[config.mk]
export PLATFORM = sky130hd
export DESIGN_NAME = soft_interrupt_reset_unit
export DESIGN_NICKNAME = d
export VERILOG_FILES = /design/src/verilog/sirst_pkg.sv /design/src/verilog/soft_interrupt_reset_unit.sv
export SDC_FILE = /design/constraint.sdc
export NUM_CORES = 1
export LEC_CHECK = 0
export BUFFER_PORTS_ARGS = -buffer_cell sky130_fd_sc_hd__buf_2
export CORE_MARGIN = 3
export CORE_UTILIZATION = 40
export DETAILED_ROUTE_END_ITERATION = 8
export SYNTH_ARGS = -nofsm -noshare
export SYNTH_HDL_FRONTEND = slang
export SYNTH_SLANG_ARGS = --single-unit
[constraint.sdc]
create_clock -name clk_sys -period 12.5 [get_ports clk_sys]
set_input_delay 1.875 -clock clk_sys [delete_from_list [all_inputs] [get_ports clk_sys]]
set_output_delay 1.875 -clock clk_sys [all_outputs]
set_load 0.02 [all_outputs]
[src/verilog/sirst_pkg.sv]
// Constants, types and register map for the software interrupt/reset unit.
// Assumes one core clock domain; every user-side input comes from logic
// on that clock.
package sirst_pkg;

	// Instruction encoding
	localparam logic [7:0] OP_SWI       = 8'h95;
	localparam logic [7:0] OP_SWRST     = 8'h94;
	localparam int         SWI_ZERO_BIT = 7;
	localparam int         IDX_W        = 5;
	localparam int         HOST_SEL_BIT = 4;
	localparam int         ADDR_W       = 24;

	// Status word and control register fields
	localparam int GLOBAL_IRQ_MASK_BIT   = 11;
	localparam int ST0_TOP_LO = 9;
	localparam int ST0_TOP_W  = 7;
	localparam int CTRL_FAST  = 0;
	localparam int CTRL_BUSY  = 1;

	// Reset values, hardware and software reset
	localparam logic [15:0] ST0_SWRST = 16'h3800;
	localparam logic [15:0] ST1_SWRST = 16'h2920;
	localparam logic [15:0] ST2_SWRST = 16'h1000;
	localparam logic [15:0] ST3_RST   = 16'h0000;
	localparam logic [15:0] IVP_RST   = 16'h0000;
	localparam logic [15:0] SP_RST    = 16'h0000;
	localparam logic [15:0] WORD_ZERO = 16'h0000;
	localparam logic [15:0] WORD_ONE  = 16'h0001;

	// Avalon byte offsets
	localparam logic [5:0] OFS_CTRL   = 6'h00;
	localparam logic [5:0] OFS_ST0    = 6'h04;
	localparam logic [5:0] OFS_ST1    = 6'h08;
	localparam logic [5:0] OFS_ST2    = 6'h0C;
	localparam logic [5:0] OFS_ST3    = 6'h10;
	localparam logic [5:0] OFS_IRQ_FLAG_REG_LOW   = 6'h14;
	localparam logic [5:0] OFS_IRQ_FLAG_REG_HIGH   = 6'h18;
	localparam logic [5:0] OFS_VECTOR_PTR_DSP   = 6'h1C;
	localparam logic [5:0] OFS_VECTOR_PTR_HOST   = 6'h20;
	localparam logic [5:0] OFS_DBG    = 6'h24;
	localparam logic [5:0] OFS_RETPR  = 6'h28;
	localparam logic [5:0] OFS_T2     = 6'h2C;
	localparam logic [5:0] OFS_SP     = 6'h30;
	localparam logic [5:0] OFS_SSP    = 6'h34;

	typedef enum logic [2:0] {
		ST_IDLE = 3'b000,
		ST_ADDR = 3'b001,
		ST_ACC  = 3'b010,
		ST_READ = 3'b011,
		ST_VEC  = 3'b100
	} seq_state_t;

	typedef struct packed {
		logic [15:0]       opcode;
		logic [ADDR_W-1:0] pc;
		logic [7:0]        loop_ctx;
		logic              repeat_on;
		logic              parallel_on;
	} dec_req_t;

	typedef struct packed {
		logic        we;
		logic [15:0] addr;
		logic [15:0] data;
	} stack_wr_t;

endpackage

[src/verilog/soft_interrupt_reset_unit.sv]
// Software interrupt and software reset sequencer with Avalon-MM registers.
// Assumes decode, stacks and vector memory run on clk_sys; the vector read
// answers with vec_rd_valid while vec_rd_req is held.
//
// Contract
// - Decode two-byte interrupt, index low, three phases
// - Set irq mask after second status push
// - Vector address from pointer plus index
// - Interrupt runs regardless of irq mask
// - Address phase: data stack gets word two
// - Address phase: system stack gets word-zero top
// - Access phase: data stack gets word one
// - Access phase: system stack gets debug context
// - Read phase: data stack gets return low
// - Read phase: system stack loop plus high
// - Load routine address, clear flow context
// - Acknowledge clears the one pending flag bit matching the index
// - Neither instruction accepted under repeat
// - Fast return saves into paired registers
// - Default slow return pushes onto stacks
// - Decode two-byte reset, second byte ignored
// - Reset status words, flags, temp two
// - Reset sets irq mask, clears flags
// - Vector pointers, word three left alone
// - Status word one reset values
// - Status word zero reset values
// - Status word two reset values
// - Temp register two cleared on reset
module soft_interrupt_reset_unit (
	input  wire logic                         clk_sys,
	input  wire logic                         rst,
	input  wire logic [5:0]                   address,
	input  wire logic                         read,
	input  wire logic                         write,
	input  wire logic [3:0]                   byteenable,
	input  wire logic [31:0]                  writedata,
	output logic [31:0]                       readdata,
	output logic                              waitrequest,
	input  wire logic                         dec_valid,
	input  wire sirst_pkg::dec_req_t          dec_req,
	output logic                              dec_ready,
	input  wire logic [31:0]                  irq_raise,
	output logic                              vec_rd_req,
	output logic [sirst_pkg::ADDR_W-1:0]      vec_rd_addr,
	input  wire logic                         vec_rd_valid,
	input  wire logic [sirst_pkg::ADDR_W-1:0] vec_rd_data,
	output sirst_pkg::stack_wr_t              data_stack_wr,
	output sirst_pkg::stack_wr_t              sys_stack_wr,
	output logic                              pc_load_valid,
	output logic [sirst_pkg::ADDR_W-1:0]      pc_load_addr,
	output logic                              flow_ctx_clear,
	output logic                              repeat_refused,
	output logic                              sw_reset_done,
	output logic                              global_irq_mask,
	output logic [15:0]                       status_word_zero,
	output logic [15:0]                       status_word_one,
	output logic [15:0]                       status_word_two,
	output logic [15:0]                       status_word_three,
	output logic [15:0]                       temp_reg_two
);

	function automatic logic [15:0] merge16(
		input logic [15:0] old_v,
		input logic [31:0] wd,
		input logic [3:0]  be
	);
		merge16 = old_v;
		if (be[0])
			merge16[7:0] = wd[7:0];
		if (be[1])
			merge16[15:8] = wd[15:8];
	endfunction

	sirst_pkg::seq_state_t state_r;
	logic [15:0]           st0_r, st1_r, st2_r, st3_r, t2_r;
	logic [15:0]           ifr_low_r, ifr_high_r;
	logic [15:0]           vector_ptr_dsp_r, vector_ptr_host_r, dbg_r;
	logic [15:0]           sp_r, ssp_r;
	logic [23:0]           return_addr_reg_r;
	logic [7:0]            flow_context_reg_r;
	logic                  fast_ret_r;
	logic                  ack_r;
	logic [31:0]           rdata_r;
	logic [23:0]           ret_pc_r;
	logic [7:0]            loop_r;
	logic [4:0]            idx_r;
	sirst_pkg::stack_wr_t  dstk_r, sstk_r;
	logic                  vec_req_r, pc_ld_r, flow_clr_r;
	logic                  refused_r, swrst_r;
	logic [23:0]           vec_addr_r, pc_addr_r;

	logic        dec_fire, is_swi, is_rst, bad_ctx;
	logic        swi_go, rst_go, wr_go, vec_done;
	logic [31:0] ifr_clr;

	// Decode stalls while a sequence runs
	// stall decode when busy
	assign dec_ready = (state_r == sirst_pkg::ST_IDLE);
	assign dec_fire  = dec_valid & dec_ready;
	assign is_swi = (dec_req.opcode[15:8] == sirst_pkg::OP_SWI)
		& ~dec_req.opcode[sirst_pkg::SWI_ZERO_BIT];
	assign is_rst = (dec_req.opcode[15:8] == sirst_pkg::OP_SWRST);
	assign bad_ctx = dec_req.repeat_on | dec_req.parallel_on;
	assign swi_go   = dec_fire & is_swi & ~bad_ctx;
	assign rst_go   = dec_fire & is_rst & ~bad_ctx;
	assign wr_go    = write & ack_r;
	assign vec_done = (state_r == sirst_pkg::ST_VEC) & vec_rd_valid;

	// Bus answer: one wait cycle, then data
	assign waitrequest = (read | write) & ~ack_r;
	assign readdata    = rdata_r;

	always_ff @(posedge clk_sys or posedge rst) begin
		if (rst)
			ack_r <= 1'b0;
		else
			ack_r <= (read | write) & ~ack_r;
	end

	always_ff @(posedge clk_sys or posedge rst) begin
		if (rst) begin
			rdata_r <= 32'h00000000;
		end else if (read & ~ack_r) begin
			rdata_r <= 32'h00000000;
			case (address)
				sirst_pkg::OFS_CTRL: begin
					rdata_r[sirst_pkg::CTRL_FAST] <= fast_ret_r;
					rdata_r[sirst_pkg::CTRL_BUSY] <= ~dec_ready;
				end
				sirst_pkg::OFS_ST0:   rdata_r[15:0] <= st0_r;
				sirst_pkg::OFS_ST1:   rdata_r[15:0] <= st1_r;
				sirst_pkg::OFS_ST2:   rdata_r[15:0] <= st2_r;
				sirst_pkg::OFS_ST3:   rdata_r[15:0] <= st3_r;
				sirst_pkg::OFS_IRQ_FLAG_REG_LOW:  rdata_r[15:0] <= ifr_low_r;
				sirst_pkg::OFS_IRQ_FLAG_REG_HIGH:  rdata_r[15:0] <= ifr_high_r;
				sirst_pkg::OFS_VECTOR_PTR_DSP:  rdata_r[15:0] <= vector_ptr_dsp_r;
				sirst_pkg::OFS_VECTOR_PTR_HOST:  rdata_r[15:0] <= vector_ptr_host_r;
				sirst_pkg::OFS_DBG:   rdata_r[15:0] <= dbg_r;
				sirst_pkg::OFS_RETPR: rdata_r <= {flow_context_reg_r, return_addr_reg_r};
				sirst_pkg::OFS_T2:    rdata_r[15:0] <= t2_r;
				sirst_pkg::OFS_SP:    rdata_r[15:0] <= sp_r;
				sirst_pkg::OFS_SSP:   rdata_r[15:0] <= ssp_r;
				default:              rdata_r <= 32'h00000000;
			endcase
		end
	end

	// Sequencer: address, access, read phases, then vector fetch
	// three decode-phase cycles
	always_ff @(posedge clk_sys or posedge rst) begin
		if (rst) begin
			state_r <= sirst_pkg::ST_IDLE;
		end else begin
			case (state_r)
				sirst_pkg::ST_IDLE:
					if (swi_go)
						state_r <= sirst_pkg::ST_ADDR;
				sirst_pkg::ST_ADDR: state_r <= sirst_pkg::ST_ACC;
				sirst_pkg::ST_ACC:  state_r <= sirst_pkg::ST_READ;
				sirst_pkg::ST_READ: state_r <= sirst_pkg::ST_VEC;
				sirst_pkg::ST_VEC:
					if (vec_rd_valid)
						state_r <= sirst_pkg::ST_IDLE;
				default: state_r <= sirst_pkg::ST_IDLE;
			endcase
		end
	end

	// Context captured at acceptance
	always_ff @(posedge clk_sys or posedge rst) begin
		if (rst) begin
			ret_pc_r <= 24'h000000;
			loop_r   <= 8'h00;
			idx_r    <= 5'h00;
		end else if (swi_go) begin
			ret_pc_r <= dec_req.pc;
			loop_r   <= dec_req.loop_ctx;
			idx_r    <= dec_req.opcode[sirst_pkg::IDX_W-1:0];
		end
	end

	always_ff @(posedge clk_sys or posedge rst) begin
		if (rst)
			fast_ret_r <= 1'b0;
		else if (wr_go && address == sirst_pkg::OFS_CTRL && byteenable[0])
			fast_ret_r <= writedata[sirst_pkg::CTRL_FAST];
	end

	// Hardware updates win over a same-cycle bus write
	always_ff @(posedge clk_sys or posedge rst) begin
		if (rst) begin
			st0_r <= sirst_pkg::ST0_SWRST;
			st2_r <= sirst_pkg::ST2_SWRST;
			t2_r  <= sirst_pkg::WORD_ZERO;
		end else if (rst_go) begin
			st0_r <= sirst_pkg::ST0_SWRST;
			st2_r <= sirst_pkg::ST2_SWRST;
			t2_r  <= sirst_pkg::WORD_ZERO;
		end else if (wr_go) begin
			if (address == sirst_pkg::OFS_ST0)
				st0_r <= merge16(st0_r, writedata, byteenable);
			if (address == sirst_pkg::OFS_ST2)
				st2_r <= merge16(st2_r, writedata, byteenable);
			if (address == sirst_pkg::OFS_T2)
				t2_r <= merge16(t2_r, writedata, byteenable);
		end
	end

	always_ff @(posedge clk_sys or posedge rst) begin
		if (rst) begin
			st1_r <= sirst_pkg::ST1_SWRST;
		end else if (rst_go) begin
			st1_r <= sirst_pkg::ST1_SWRST;
		end else if (state_r == sirst_pkg::ST_ACC) begin
			// mask set after word one push
			st1_r[sirst_pkg::GLOBAL_IRQ_MASK_BIT] <= 1'b1;
		end else if (wr_go && address == sirst_pkg::OFS_ST1) begin
			st1_r <= merge16(st1_r, writedata, byteenable);
		end
	end

	always_ff @(posedge clk_sys or posedge rst) begin
		if (rst) begin
			st3_r  <= sirst_pkg::ST3_RST;
			vector_ptr_dsp_r <= sirst_pkg::IVP_RST;
			vector_ptr_host_r <= sirst_pkg::IVP_RST;
			dbg_r  <= sirst_pkg::WORD_ZERO;
		end else if (wr_go) begin
			if (address == sirst_pkg::OFS_ST3)
				st3_r <= merge16(st3_r, writedata, byteenable);
			if (address == sirst_pkg::OFS_VECTOR_PTR_DSP)
				vector_ptr_dsp_r <= merge16(vector_ptr_dsp_r, writedata, byteenable);
			if (address == sirst_pkg::OFS_VECTOR_PTR_HOST)
				vector_ptr_host_r <= merge16(vector_ptr_host_r, writedata, byteenable);
			if (address == sirst_pkg::OFS_DBG)
				dbg_r <= merge16(dbg_r, writedata, byteenable);
		end
	end

	// Pending flags: set always wins over any clear
	always_comb begin
		ifr_clr = 32'h00000000;
		if (rst_go)
			ifr_clr = 32'hFFFFFFFF;
		if (vec_done)
			ifr_clr[idx_r] = 1'b1;
		if (wr_go && address == sirst_pkg::OFS_IRQ_FLAG_REG_LOW)
			ifr_clr[15:0] = ifr_clr[15:0]
				| merge16(16'h0000, writedata, byteenable);
		if (wr_go && address == sirst_pkg::OFS_IRQ_FLAG_REG_HIGH)
			ifr_clr[31:16] = ifr_clr[31:16]
				| merge16(16'h0000, writedata, byteenable);
	end

	always_ff @(posedge clk_sys or posedge rst) begin
		if (rst) begin
			ifr_low_r  <= sirst_pkg::WORD_ZERO;
			ifr_high_r <= sirst_pkg::WORD_ZERO;
		end else begin
			ifr_low_r  <= (ifr_low_r & ~ifr_clr[15:0]) | irq_raise[15:0];
			ifr_high_r <= (ifr_high_r & ~ifr_clr[31:16])
				| irq_raise[31:16];
		end
	end

	// Stack pointers pre-decrement before every push
	always_ff @(posedge clk_sys or posedge rst) begin
		if (rst) begin
			sp_r  <= sirst_pkg::SP_RST;
			ssp_r <= sirst_pkg::SP_RST;
		end else if (swi_go || state_r == sirst_pkg::ST_ADDR
			|| (state_r == sirst_pkg::ST_ACC && !fast_ret_r)) begin
			sp_r  <= sp_r - sirst_pkg::WORD_ONE;
			ssp_r <= ssp_r - sirst_pkg::WORD_ONE;
		end else if (wr_go) begin
			if (address == sirst_pkg::OFS_SP)
				sp_r <= merge16(sp_r, writedata, byteenable);
			if (address == sirst_pkg::OFS_SSP)
				ssp_r <= merge16(ssp_r, writedata, byteenable);
		end
	end

	// Each push shows for one cycle, in its own phase
	always_ff @(posedge clk_sys or posedge rst) begin
		if (rst) begin
			dstk_r <= '0;
			sstk_r <= '0;
		end else begin
			dstk_r.we <= 1'b0;
			sstk_r.we <= 1'b0;
			dstk_r.addr <= sp_r - sirst_pkg::WORD_ONE;
			sstk_r.addr <= ssp_r - sirst_pkg::WORD_ONE;
			if (swi_go) begin
				dstk_r.we   <= 1'b1;
				dstk_r.data <= st2_r;
				sstk_r.we   <= 1'b1;
				sstk_r.data <= {st0_r[15:sirst_pkg::ST0_TOP_LO], 9'h000};
			end else if (state_r == sirst_pkg::ST_ADDR) begin
				dstk_r.we   <= 1'b1;
				dstk_r.data <= st1_r;
				sstk_r.we   <= 1'b1;
				sstk_r.data <= dbg_r;
			end else if (state_r == sirst_pkg::ST_ACC && !fast_ret_r) begin
				dstk_r.we   <= 1'b1;
				dstk_r.data <= ret_pc_r[15:0];
				sstk_r.we   <= 1'b1;
				sstk_r.data <= {loop_r, ret_pc_r[23:16]};
			end
		end
	end

	always_ff @(posedge clk_sys or posedge rst) begin
		if (rst) begin
			return_addr_reg_r <= 24'h000000;
			flow_context_reg_r <= 8'h00;
		end else if (state_r == sirst_pkg::ST_ACC && fast_ret_r) begin
			return_addr_reg_r <= ret_pc_r;
			flow_context_reg_r <= loop_r;
		end else if (wr_go && address == sirst_pkg::OFS_RETPR
			&& byteenable == 4'hF) begin
			// Pair written whole only, never half-updated
			return_addr_reg_r <= writedata[23:0];
			flow_context_reg_r <= writedata[31:24];
		end
	end

	// Vector fetch held until the memory answers
	always_ff @(posedge clk_sys or posedge rst) begin
		if (rst) begin
			vec_req_r  <= 1'b0;
			vec_addr_r <= 24'h000000;
		end else if (state_r == sirst_pkg::ST_READ) begin
			vec_req_r <= 1'b1;
			if (idx_r[sirst_pkg::HOST_SEL_BIT])
				vec_addr_r <= {vector_ptr_host_r, idx_r, 3'h0};
			else
				vec_addr_r <= {vector_ptr_dsp_r, idx_r, 3'h0};
		end else if (vec_done) begin
			vec_req_r <= 1'b0;
		end
	end

	always_ff @(posedge clk_sys or posedge rst) begin
		if (rst) begin
			pc_ld_r    <= 1'b0;
			pc_addr_r  <= 24'h000000;
			flow_clr_r <= 1'b0;
			refused_r  <= 1'b0;
			swrst_r    <= 1'b0;
		end else begin
			pc_ld_r    <= vec_done;
			flow_clr_r <= vec_done;
			if (vec_done)
				pc_addr_r <= vec_rd_data;
			refused_r <= dec_fire & (is_swi | is_rst) & bad_ctx;
			swrst_r   <= rst_go;
		end
	end

	assign vec_rd_req        = vec_req_r;
	assign vec_rd_addr       = vec_addr_r;
	assign data_stack_wr     = dstk_r;
	assign sys_stack_wr      = sstk_r;
	assign pc_load_valid     = pc_ld_r;
	assign pc_load_addr      = pc_addr_r;
	assign flow_ctx_clear    = flow_clr_r;
	assign repeat_refused    = refused_r;
	assign sw_reset_done     = swrst_r;
	assign global_irq_mask   = st1_r[sirst_pkg::GLOBAL_IRQ_MASK_BIT];
	assign status_word_zero  = st0_r;
	assign status_word_one   = st1_r;
	assign status_word_two   = st2_r;
	assign status_word_three = st3_r;
	assign temp_reg_two      = t2_r;

endmodule

==> metrics.md, run 1 <==
| Metric | Value |
|---|---|
| Final period util | `0.375` |
| Max clock buf depth | `3` |
| EDFF count, synth | `0` |
| Slowest stage delay, CP | `650 ps` |
| RSZ-0062 raised after global routing | `false` |
| Seq/Total Area, Yosys | `0.559` |
| Cts bufs inserted | `47` |
| Layout overhead on the synthesized area | `21.7%` |
| GRT overflow | `0` |
| Pwr/cell area | `176 nW/um2` |
| Seq pwr share | `0.436` |
| Post-synthesis cell count | `1855` |
| I/O pin cnt | `388` |
| WHS | `471 ps` |
| Post-CTS setup buffers | `0` |
| WP buf/inv | `3` |
| Top FF cell, synth | `dfrtp_1` |
| Slew @ Worst Pin | `1230 ps` |
| Placer Congestion | `0.910` |
| Sw power | `1.32 mW` |
| Synth top area cells | `dfrtp_1 55%, nand2_1 8.3%, mux2_2 4.1%, nor2_1 2.8%, mux2i_1 2.7%` |
| Clk slew on worst S/H paths | `60 ps` |
| Critical Path RT | `12990 ps` |
| Worst skew pair latency | `580 ps` |
| HPWL Detailed | `50.8 mm` |
| CP Cell Sequence | `buf_2, or4b_1, nor2_2, buf_4, nand2_1, nand2_1, buf_4, nor2_1, a31oi_1` |
| Root Driver | `clkbuf_16` |
| Worst setup path start | `address[5]` |
| DRT antenna net count | `0` |
| Max VDD drop | `0.132 mV` |
| Final setup viols | `0` |
| H-tree depth | `2` |
| Final core utilization | `0.494` |
| Sinks on Clock Net | `412` |
| CTS tree | `yes` |
| Pre-antenna DRT Iters | `5` |
| Setup TNS | `0 ps` |
| Rows | `78` |
| CTS Hold Buffers Added | `0` |
| Async SR Flop Fraction | `1.00` |
| Mux cell area share after synthesis | `0.0704` |
| Net Sw Frac | `0.334` |
| CP max stage cell | `or4b_1` |
| Internal power | `2.63 mW` |
| Post-synthesis compound-gate area fraction | `0.148` |
| Slew margin rel. | `0.176` |
| #FFs+latches synth | `412` |
| Yosys top cell area share | `0.548` |
| Routed len/inst | `24.9 um` |
| Leak Pwr | `10.6 nW` |
| PortBufs | `382` |
| Fillers | `4280` |
| Hold Vio Cnt, Final | `0` |
| Vias in the first global route | `15852` |
| Startpoint of the worst register-to-register path | `state_r[0]` |
| Maximum clock frequency | `213 MHz` |
| Antenna violations before repair | `4` |
| Post-CTS resize count | `0` |
| Die Ht | `221 um` |
| Max-cap violations | `0` |
| Most frequent cells in the layout | `407 x nand2_1, 404 x dfrtp_1, 382 x buf_2` |
| Count of cell types in the netlist | `64` |
| Die area | `48800 um2` |
| Status | `complete, no violations` |
| Most common cell after layout, fill and taps aside | `nand2_1` |
| CP Capture Type | `flop` |
| CP Launch Type | `input port` |
| Simple-Gate Fraction of Synth Area | `0.178` |
| Main combinational cell family by area after synthesis | `simple AND/OR/NAND/NOR gates` |
| First DRT Iteration DRCs | `1533` |
| Hold Crit Class | `reg -> reg` |
| Syn Area/Cell | `9.95 um2` |
| DR DRC count | `0` |
| Setup CP Type | `in -> reg` |
| Synthesized-area fraction occupied by adder cells | `0.00136` |
| Yosys synthesis warning count | `0` |
| Post-layout nets | `2346` |
| Die X | `221 um` |
| GRT Overall Usage | `0.280` |
| Synthesized area | `18500 um2` |
| Initial Utilization | `0.406` |
| Core ar. | `45500 um2` |
| Pin count of the biggest net entering global routing | `82` |
| Layout cells sized above 1 | `0.264` |
| Avg Vias per Cell | `5.79` |
| Clock network power share | `0.350` |
| Worst endpoint data arrival time | `5180 ps` |
| Logic pwr share | `0.215` |
| Delay-heaviest family, CP | `simple AND/OR/NAND/NOR gates` |
| Pins Over Slew Limit | `0` |
| Final WL | `70.6 mm` |
| Clock skew | `13.7 ps` |
| Worst hold start | `pc_load_addr[17]` |
| Via count | `16383` |
| Wire length of the first global-routing pass | `104 mm` |
| Synth Area in XOR/XNOR | `0.0119` |
| Minimum clock period | `4690 ps` |
| Critical path peak fanout | `30` |
| Largest area contributor in the netlist | `dfrtp_1` |
-- cell families (layout without fill, tap and decap cells) --
group | Yosys count | count (layout)
adder cells (fa/ha/maj) | 2 | 2
XOR/XNOR | 25 | 25
multiplexers | 119 | 119
other | 1 | 7
AND/OR/NAND/NOR | 748 | 748
AO/OA/AOI/OAI | 401 | 401
flip-flops | 412 | 412
buffers and inverters | 147 | 514
-- final timing paths --
| check | depth (start not counted) | slack [ps] | endpoint |
|---|---|---|---|
| max in group asynchronous | 4 | 8540 | status_word_zero[2] |
| min | 2 | 470 | pc_load_addr[17] |
| min reg2reg | 2 | 470 | pc_load_addr[17] |
| max | 9 | 7810 | return_addr_reg_r[6] |
| min in group asynchronous | 2 | 1490 | pc_load_addr[5] |
| max reg2reg | 6 | 8800 | ifr_high_r[3] |
-- layer usage --
layer,global-route usage,part of all wire,up-vias
met5,0,0,-
met4,0.103,0.036,0
met3,0.0866,0.11,131
met2,0.407,0.44,881
met1,0.394,0.42,8136
li1,-,-,7235
-- sequential cells by signal, indices dropped and copies added, names as in the netlist, 21 cells and up --
name               flops
pc_load_addr          24
vec_rd_addr           21
readdata              32
data_stack_wr         32
ret_pc_r              24
return_addr_reg_r     24
sys_stack_wr          33
-- layout make-up --
type / instances / area (um2) / area share
inverter: 12 / 48.8 / 0.00217
clock buffer: 79 / 1460 / 0.0649
clock inverter: 4 / 70.1 / 0.00312
tap: 600 / 751 / 0.0334
multi-input combinational: 1298 / 7620 / 0.339
antenna: 4 / 10.0 / 0.000446
timing repair buffer: 419 / 2190 / 0.0975
sequential: 412 / 10300 / 0.459
-- tightest hold or removal path: stages (launching register included) --
cell	delay, ps
dfrtp_1	330
nand2_1	50
nand2_1	60
-- power groups by stage --
stage / clock network (mW) / logic [mW] / registers (mW)
after global routing: 1.46 / 0.929 / 1.74
after global placement: 0 / 0.838 / 1.73
final: 1.38 / 0.848 / 1.72
after detailed placement: 0 / 0.852 / 1.74
after CTS: 1.40 / 0.854 / 1.71
after floorplan: 0 / 0.418 / 1.80
-- per-stage QoR --
| stage | setup slack (ps) | area (um2) | std cells | power [mW] |
|---|---|---|---|---|
| after floorplan | 5080 | 18500 | 1857 | 2.22 |
| after global routing | 7550 | 22500 | 2828 | 4.13 |
| final | 7810 | 22500 | 2828 | 3.95 |
| after detailed placement | 7240 | 20900 | 2741 | 2.59 |
| after CTS | 7850 | 22500 | 2824 | 3.97 |
| after global placement | 7360 | 20900 | 2741 | 2.57 |
-- synthesized netlist by cell type (all sizes together), types with 7 or more instances --
library cell and number:
or4 8, a21o 33, dfrtp 404, o22ai 18, a22oi 59, nand2 409, xnor2 9, and3 14
dfstp 8, mux2i 50, a21oi 83, o21ai 52, nor3 27, nor2 138, a22o 31, nor3b 11
clkbuf 108, xor2 16, and2 8, or3 7, inv 10, a221oi 55, nand3 89, a31oi 44
mux2 67, buf 27
(Power assumes the default switching activity.)
==> inputs of run 2 (changes only) <==
==> constraint.sdc (replaced) <==
create_clock -name clk_sys -period 4 [get_ports clk_sys]
set_input_delay 0.6 -clock clk_sys [delete_from_list [all_inputs] [get_ports clk_sys]]
set_output_delay 0.6 -clock clk_sys [all_outputs]
set_load 0.02 [all_outputs]
==> run 2 against run 1 <==
Against the previous run: critical path depth is 2 lower; clock skew is 8.5 ps higher; via count is 1.0% higher; register-to-register slack worse by 7500 ps; highest routed layer is now met5.
==> metrics.md, run 2 (synthesis results as in run 1) <==
| Metric | Value |
|---|---|
| Max clock buf depth | `3 (unchanged)` |
| I/O pin cnt | `388 (unchanged)` |
| WHS | `193 ps (-278 ps)` |
| Maximum clock frequency | `369 MHz` |
| Sinks on Clock Net | `412 (unchanged)` |
| Via count | `16550 (+1.0%)` |
| Routed len/inst | `24.8 um (-0.52%)` |
| Post-CTS resize count | `0 (unchanged)` |
| Most frequent cells in the layout | `407 x nand2_1, 404 x dfrtp_1, 382 x buf_2` |
| Antenna violations before repair | `5 (+1)` |
| Wire length of the first global-routing pass | `104 mm (+0.48%)` |
| Slew @ Worst Pin | `1100 ps (-134 ps)` |
| Die X | `221 um (unchanged)` |
| # placed instances | `2769 (+1.0%)` |
| Pre-CTS setup slack | `824 ps (-6410 ps)` |
| Register area | `10300 um2 (unchanged)` |
| Final Cell Area | `22900 um2 (+1.9%)` |
| Leak Pwr | `10.8 nW (+2.5%)` |
| HPWL Detailed | `52.3 mm (+2.9%)` |
| Layout overhead on the synthesized area | `24.0%` |
| Pins Over Slew Limit | `0 (unchanged)` |
| DP Area | `21200 um2 (+1.4%)` |
| First DRT Iteration DRCs | `1900 (+24%)` |
| CP Launch Type | `flop` |
| Slowest stage delay, CP | `480 ps (-170 ps)` |
| Initial Utilization | `0.406 (unchanged)` |
| Status | `complete, no violations` |
| Setup CP Type | `reg -> reg` |
| Critical Path RT | `4470 ps (-8520 ps)` |
| Rows | `78 (unchanged)` |
| CTS Hold Buffers Added | `0 (unchanged)` |
| Most common cell after layout, fill and taps aside | `nand2_1` |
| Fillers | `4281 (+0.023%)` |
| Worst endpoint data arrival time | `3180 ps (-2000 ps)` |
| RSZ-0062 raised after global routing | `false` |
| Placer Congestion | `0.968 (+6.3%)` |
| Avg Vias per Cell | `5.79 (-0.11%)` |
| Root Driver | `clkbuf_16` |
| Final setup viols | `0 (unchanged)` |
| Minimum clock period | `2710 ps` |
| Cts bufs inserted | `47 (unchanged)` |
| GRT overflow | `0 (unchanged)` |
| Fin worst setup slack | `1290 ps (-6520 ps)` |
| Max VDD drop | `0.358 mV (+170%)` |
| Final period util | `0.677` |
| Final WL | `71.0 mm (+0.60%)` |
| CTS tree | `yes` |
| CP max stage cell | `dfrtp_1` |
| CP Cell Sequence | `nor3_2, buf_4, nand3_1, nor4_4, buf_4, nor3_1, a22o_1` |
| PortBufs | `382 (unchanged)` |
| Pre-antenna DRT Iters | `7 (+2)` |
| H-tree depth | `2 (unchanged)` |
| Pwr/cell area | `558 nW/um2 (+220%)` |
| Vias in the first global route | `15853 (+0.0063%)` |
| Clock skew | `22.2 ps (+8.49 ps)` |
| CP Capture Type | `flop` |
| Die Ht | `221 um (unchanged)` |
| GRT Overall Usage | `0.281 (+0.000928)` |
| DRT antenna net count | `0 (unchanged)` |
| Hold Crit Class | `in -> async` |
| Pin count of the biggest net entering global routing | `86 (+4.9%)` |
| Worst skew pair latency | `590 ps (about the same)` |
| Setup TNS | `0 ps (unchanged)` |
| Core ar. | `45500 um2 (unchanged)` |
| Hold Vio Cnt, Final | `0 (unchanged)` |
| Most frequent cell on the critical path | `buf_4` |
| Final cell count without fillers | `2860 (+1.1%)` |
| Post-CTS setup buffers | `0 (unchanged)` |
| Clk slew on worst S/H paths | `60 ps (about the same)` |
| Slew margin rel. | `0.268 (+0.0926)` |
| Layout cells sized above 1 | `0.278 (+0.0139)` |
| Post-layout nets | `2374 (+1.2%)` |
| Max-cap violations | `0 (unchanged)` |
| Die area | `48800 um2 (unchanged)` |
| Multi-input logic area | `7610 um2 (-0.11%)` |
| Critical path peak fanout | `34 (+13%)` |
| DR DRC count | `0 (unchanged)` |
| Max FFs per register | `33 (unchanged)` |
run 2: stage by stage:
step,power [mW],utilization
after floorplan,6.93,-
after global placement,8.09,0.467
after detailed placement,8.16,0.467
after CTS,12.8,0.503
after global routing,13.3,0.503
final,12.8,0.503
run 2: final cells by class:
type | instances | share of cell area
well taps | 600 | 0.0328
clock inverters | 25 | 0.0151
diodes | 3 | 0.000328
multi-input cells | 1298 | 0.332
flip-flops and latches | 412 | 0.451
repair buffers | 447 | 0.109
inverters | 12 | 0.00213
clock buffers | 63 | 0.0580
run 2: worst paths after layout:
kind / startpoint / to / slack [ps] / cells past startpoint
max reg2reg: state_r[2] / status_word_one[15] / 1290 / 7
min in group clk_sys: irq_raise[19] / ifr_high_r[3] / 200 / 2
max: state_r[2] / status_word_one[15] / 1290 / 7
max in group asynchronous: rst / status_word_one[5] / 2800 / 4
min: rst / flow_ctx_clear / 190 / 2
min reg2reg: pc_load_addr[22] / pc_load_addr[22] / 470 / 2
run 2: critical path, delay by kind of cell, from the launching register on:
kind,cells,cell delay (ps)
AO/OA/AOI/OAI,1,270
AND/OR/NAND/NOR,4,1170
flip-flops,1,480
buffers and inverters,2,660
run 2: per-layer routing:
| layer | GRT usage | up-vias | wire length, um |
|---|---|---|---|
| li1 | - | 7316 | - |
| met1 | 0.402 | 8205 | 30100 |
| met2 | 0.421 | 902 | 31700 |
| met3 | 0.0735 | 123 | 7270 |
| met4 | 0.0837 | 4 | 1850 |
| met5 | 0 | - | 21 |
run 2: power breakdown:
group	total (mW)	internal (mW)	switching, mW
Combinational	2.71	0.890	1.82
Clock	4.66	2.85	1.81
Sequential	5.40	4.78	0.622
==> inputs of run 3 (changes only) <==
--- a/config.mk
+++ b/config.mk
@@ -5,6 +5,7 @@
 export SDC_FILE = /design/constraint.sdc
 export NUM_CORES = 1
 export LEC_CHECK = 0
+export ABC_AREA = 1
 export BUFFER_PORTS_ARGS = -buffer_cell sky130_fd_sc_hd__buf_2
 export CORE_MARGIN = 3
 export CORE_UTILIZATION = 40
==> constraint.sdc (replaced) <==
create_clock -name clk_sys -period 2.6 [get_ports clk_sys]
set_input_delay 0.39 -clock clk_sys [delete_from_list [all_inputs] [get_ports clk_sys]]
set_output_delay 0.39 -clock clk_sys [all_outputs]
set_load 0.02 [all_outputs]
==> run 3 against run 2 <==
Against the previous run: synthesized cell count is 43% higher; area after synthesis is 11% higher; largest cell class unchanged; count of clock-buffer cells in the layout is 3 lower; sequential power is 70% higher; hold slack worse by 180 ps; clock skew is 3.2 ps lower; worst setup slack worse by 1000 ps; global-route usage is 3.5 points higher.
==> metrics.md, run 3 <==
| Metric | Value |
|---|---|
| Status | `complete, no violations` |
| Final period util | `0.901 (+0.224)` |
| Pre-CTS setup slack | `124 ps (-700 ps)` |
| DR WL met2 | `40.1 mm (+26%)` |
| Uppermost layer routed | `met5` |
| CP Launch Type | `flop` |
| Slew margin rel. | `0.405 (+0.136)` |
| Worst endpoint data arrival time | `2820 ps (-360 ps)` |
| Async SR Flop Fraction | `1.00 (unchanged)` |
| Pwr/cell area | `988 nW/um2 (+77%)` |
| Most common cell in the synthesized netlist | `nand2_1` |
| Fin worst setup slack | `258 ps (-1040 ps)` |
| Cts bufs inserted | `46 (-2.1%)` |
| Leak Pwr | `13.6 nW (+26%)` |
| Die Ht | `232 um (+5.2%)` |
| Placer Congestion | `0.966 (-0.11%)` |
| Most common cell after layout, fill and taps aside | `nand2_1` |
| Simple-Gate Fraction of Synth Area | `0.277 (+0.0993)` |
| HPWL Detailed | `65.7 mm (+26%)` |
| DR DRC count | `0 (unchanged)` |
| Routed len/inst | `22.7 um (-8.5%)` |
| DP Area | `23300 um2 (+10%)` |
| Rows | `82 (+5.1%)` |
| Core ar. | `50400 um2 (+11%)` |
| Multi-input logic area | `8390 um2 (+10%)` |
| Layout overhead on the synthesized area | `24.5%` |
| R2R Setup Slk | `260 ps (-1040 ps)` |
| Synth Area in XOR/XNOR | `0.00684 (-0.00502)` |
| Yosys top cell area share | `0.493 (-0.0543)` |
| Final setup viols | `0 (unchanged)` |
| Critical path peak fanout | `57 (+68%)` |
| Met1 WL | `35.4 mm (+17%)` |
| Antenna violations before repair | `3 (-2)` |
| GRT overflow | `0 (unchanged)` |
| Seq/Total Area, Yosys | `0.504 (-0.0554)` |
| Max-cap violations | `0 (unchanged)` |
| EDFF count, synth | `0 (unchanged)` |
| Die X | `232 um (+5.2%)` |
| Post-layout nets | `3237 (+36%)` |
| Most frequent cells in the layout | `825 x nand2_1, 404 x dfrtp_1, 382 x buf_2` |
| Synth top cells by count | `826 x nand2_1, 404 x dfrtp_1, 292 x inv_1, 273 x nor2_1, 175 x o21ai_0` |
| Max VDD drop | `0.636 mV (+78%)` |
| Post-synthesis compound-gate area fraction | `0.123 (-0.0245)` |
| Slew @ Worst Pin | `889 ps (-208 ps)` |
| Top FF cell, synth | `dfrtp_1` |
| Initial Utilization | `0.407 (+0.000846)` |
| Critical Path RT | `3080 ps (-1390 ps)` |
| Final cell count without fillers | `3792 (+33%)` |
| Pre-antenna DRT Iters | `6 (-1)` |
| Yosys synthesis warning count | `0 (unchanged)` |
| GRT Overall Usage | `0.316 (+0.0350)` |
| Setup TNS | `0 ps (unchanged)` |
| Post-CTS setup buffers | `0 (unchanged)` |
| Avg Vias per Cell | `5.37 (-7.3%)` |
| Worst skew pair latency | `600 ps (about the same)` |
| DRT antenna net count | `0 (unchanged)` |
| Pin count of the biggest net entering global routing | `119 (+38%)` |
| Via count | `20351 (+23%)` |
| First DRT Iteration DRCs | `1940 (+2.1%)` |
| Setup CP Type | `reg -> reg` |
| Clock skew | `19.0 ps (-3.17 ps)` |
| Die area | `54000 um2 (+11%)` |
| Max clock buf depth | `3 (unchanged)` |
| WHS | `11.2 ps (-181 ps)` |
| Main combinational cell family by area after synthesis | `simple AND/OR/NAND/NOR gates` |
| Hold Crit Class | `in -> reg` |
| CP Capture Type | `flop` |
| Synth top area cells | `dfrtp_1 49%, nand2_1 15%, inv_1 5.3%, nor2_1 5.0%, o21ai_0 4.3%` |
| Root Driver | `clkbuf_16` |
| Syn Area/Cell | `7.71 um2 (-23%)` |
| Fillers | `5054 (+18%)` |
| PortBufs | `382 (unchanged)` |
| CTS tree | `yes` |
| Maximum clock frequency | `427 MHz (+16%)` |
| Pins Over Slew Limit | `0 (unchanged)` |
| #FFs+latches synth | `412 (unchanged)` |
| Vias in the first global route | `19746 (+25%)` |
| Clk slew on worst S/H paths | `60 ps (about the same)` |
| Final WL | `86.1 mm (+21%)` |
| Hold Vio Cnt, Final | `0 (unchanged)` |
| Sinks on Clock Net | `412 (unchanged)` |
| Count of cell types in the netlist | `43 (-33%)` |
| H-tree depth | `2 (unchanged)` |
| Synthesized-area fraction occupied by adder cells | `0.00122 (-0.000134)` |
| Metal3 WL | `7.28 mm (+0.19%)` |
| Final Cell Area | `25500 um2 (+11%)` |
| Largest area contributor in the netlist | `dfrtp_1` |
| Register area | `10300 um2 (unchanged)` |
| Synthesized area | `20500 um2 (+11%)` |
| # placed instances | `3658 (+32%)` |
| Max FFs per register | `33 (unchanged)` |
| Wire length of the first global-routing pass | `127 mm (+21%)` |
| Mux cell area share after synthesis | `0 (-0.0704)` |
| Layout cells sized above 1 | `0.196 (-0.0826)` |
| Post-synthesis cell count | `2657 (+43%)` |
| Minimum clock period | `2340 ps (-365 ps)` |
| I/O pin cnt | `388 (unchanged)` |
| RSZ-0062 raised after global routing | `false` |
## run 3: metrics by stage
step / util / total power, mW
after detailed placement: 0.463 / 17.9
after global placement: 0.463 / 17.8
after global routing: 0.506 / 26.6
after CTS: 0.506 / 25.3
after floorplan: - / 14.5
final: 0.506 / 25.2
## run 3: timing repair
action | CTS | global route
gates resized for setup | 0 | 1
hold buffers | 47 | 0
endpoints found under the hold margin | 52 | 0
endpoints found under the setup margin | 0 | 2
## run 3: worst paths after layout
kind | startpoint | end | cells past startpoint
min in group asynchronous | rst | sp_r[5] | 3
worst min register to register | readdata[23] | readdata[23] | 2
worst max register to register | state_r[1] | sp_r[9] | 10
worst min-delay path | irq_raise[25] | ifr_high_r[9] | 3
max in group asynchronous | rst | pc_load_addr[13] | 5
worst max-delay path | state_r[1] | sp_r[9] | 10
## run 3: cells by family (layout without fill, tap and decap cells)
group / Yosys count / after routing
AND/OR/NAND/NOR: 1366 / 1366
adder cells (fa/ha/maj): 2 / 2
flip-flops: 412 / 412
XOR/XNOR: 16 / 16
buffers and inverters: 442 / 901
other: 1 / 5
AO/OA/AOI/OAI: 418 / 418
## run 3: layout make-up
class | count | area share
Antenna cell | 2 | 0.000196
Multi-Input combinational cell | 1805 | 0.329
Sequential cell | 412 | 0.404
Clock inverter | 25 | 0.0153
Tap cell | 672 | 0.0330
Inverter | 311 | 0.0459
Timing Repair Buffer | 505 | 0.122
Clock buffer | 60 | 0.0508
## run 3: routing by layer
| metal | vias up | GRT usage |
|---|---|---|
| li1 | 9367 | - |
| met1 | 9896 | 0.422 |
| met2 | 922 | 0.511 |
| met3 | 162 | 0.0579 |
| met4 | 4 | 0.118 |
| met5 | - | 0 |
## run 3: where the power goes
group | internal [mW] | leakage [nW] | switching [mW]
Combinational | 2.72 | 7.99 | 6.01
Clock | 4.42 | 0.818 | 2.88
Sequential | 8.01 | 4.82 | 1.16
## run 3: critical path, cell delays in order, from the launching register on
cell and delay (ps):
dfrtp_1 610, inv_1 160, nor2_1 430, nand2_1 90
nand2_1 110, inv_2 110, buf_12 190, nand3_1 240
nand2_1 80, nand2_1 50, nand2_1 60
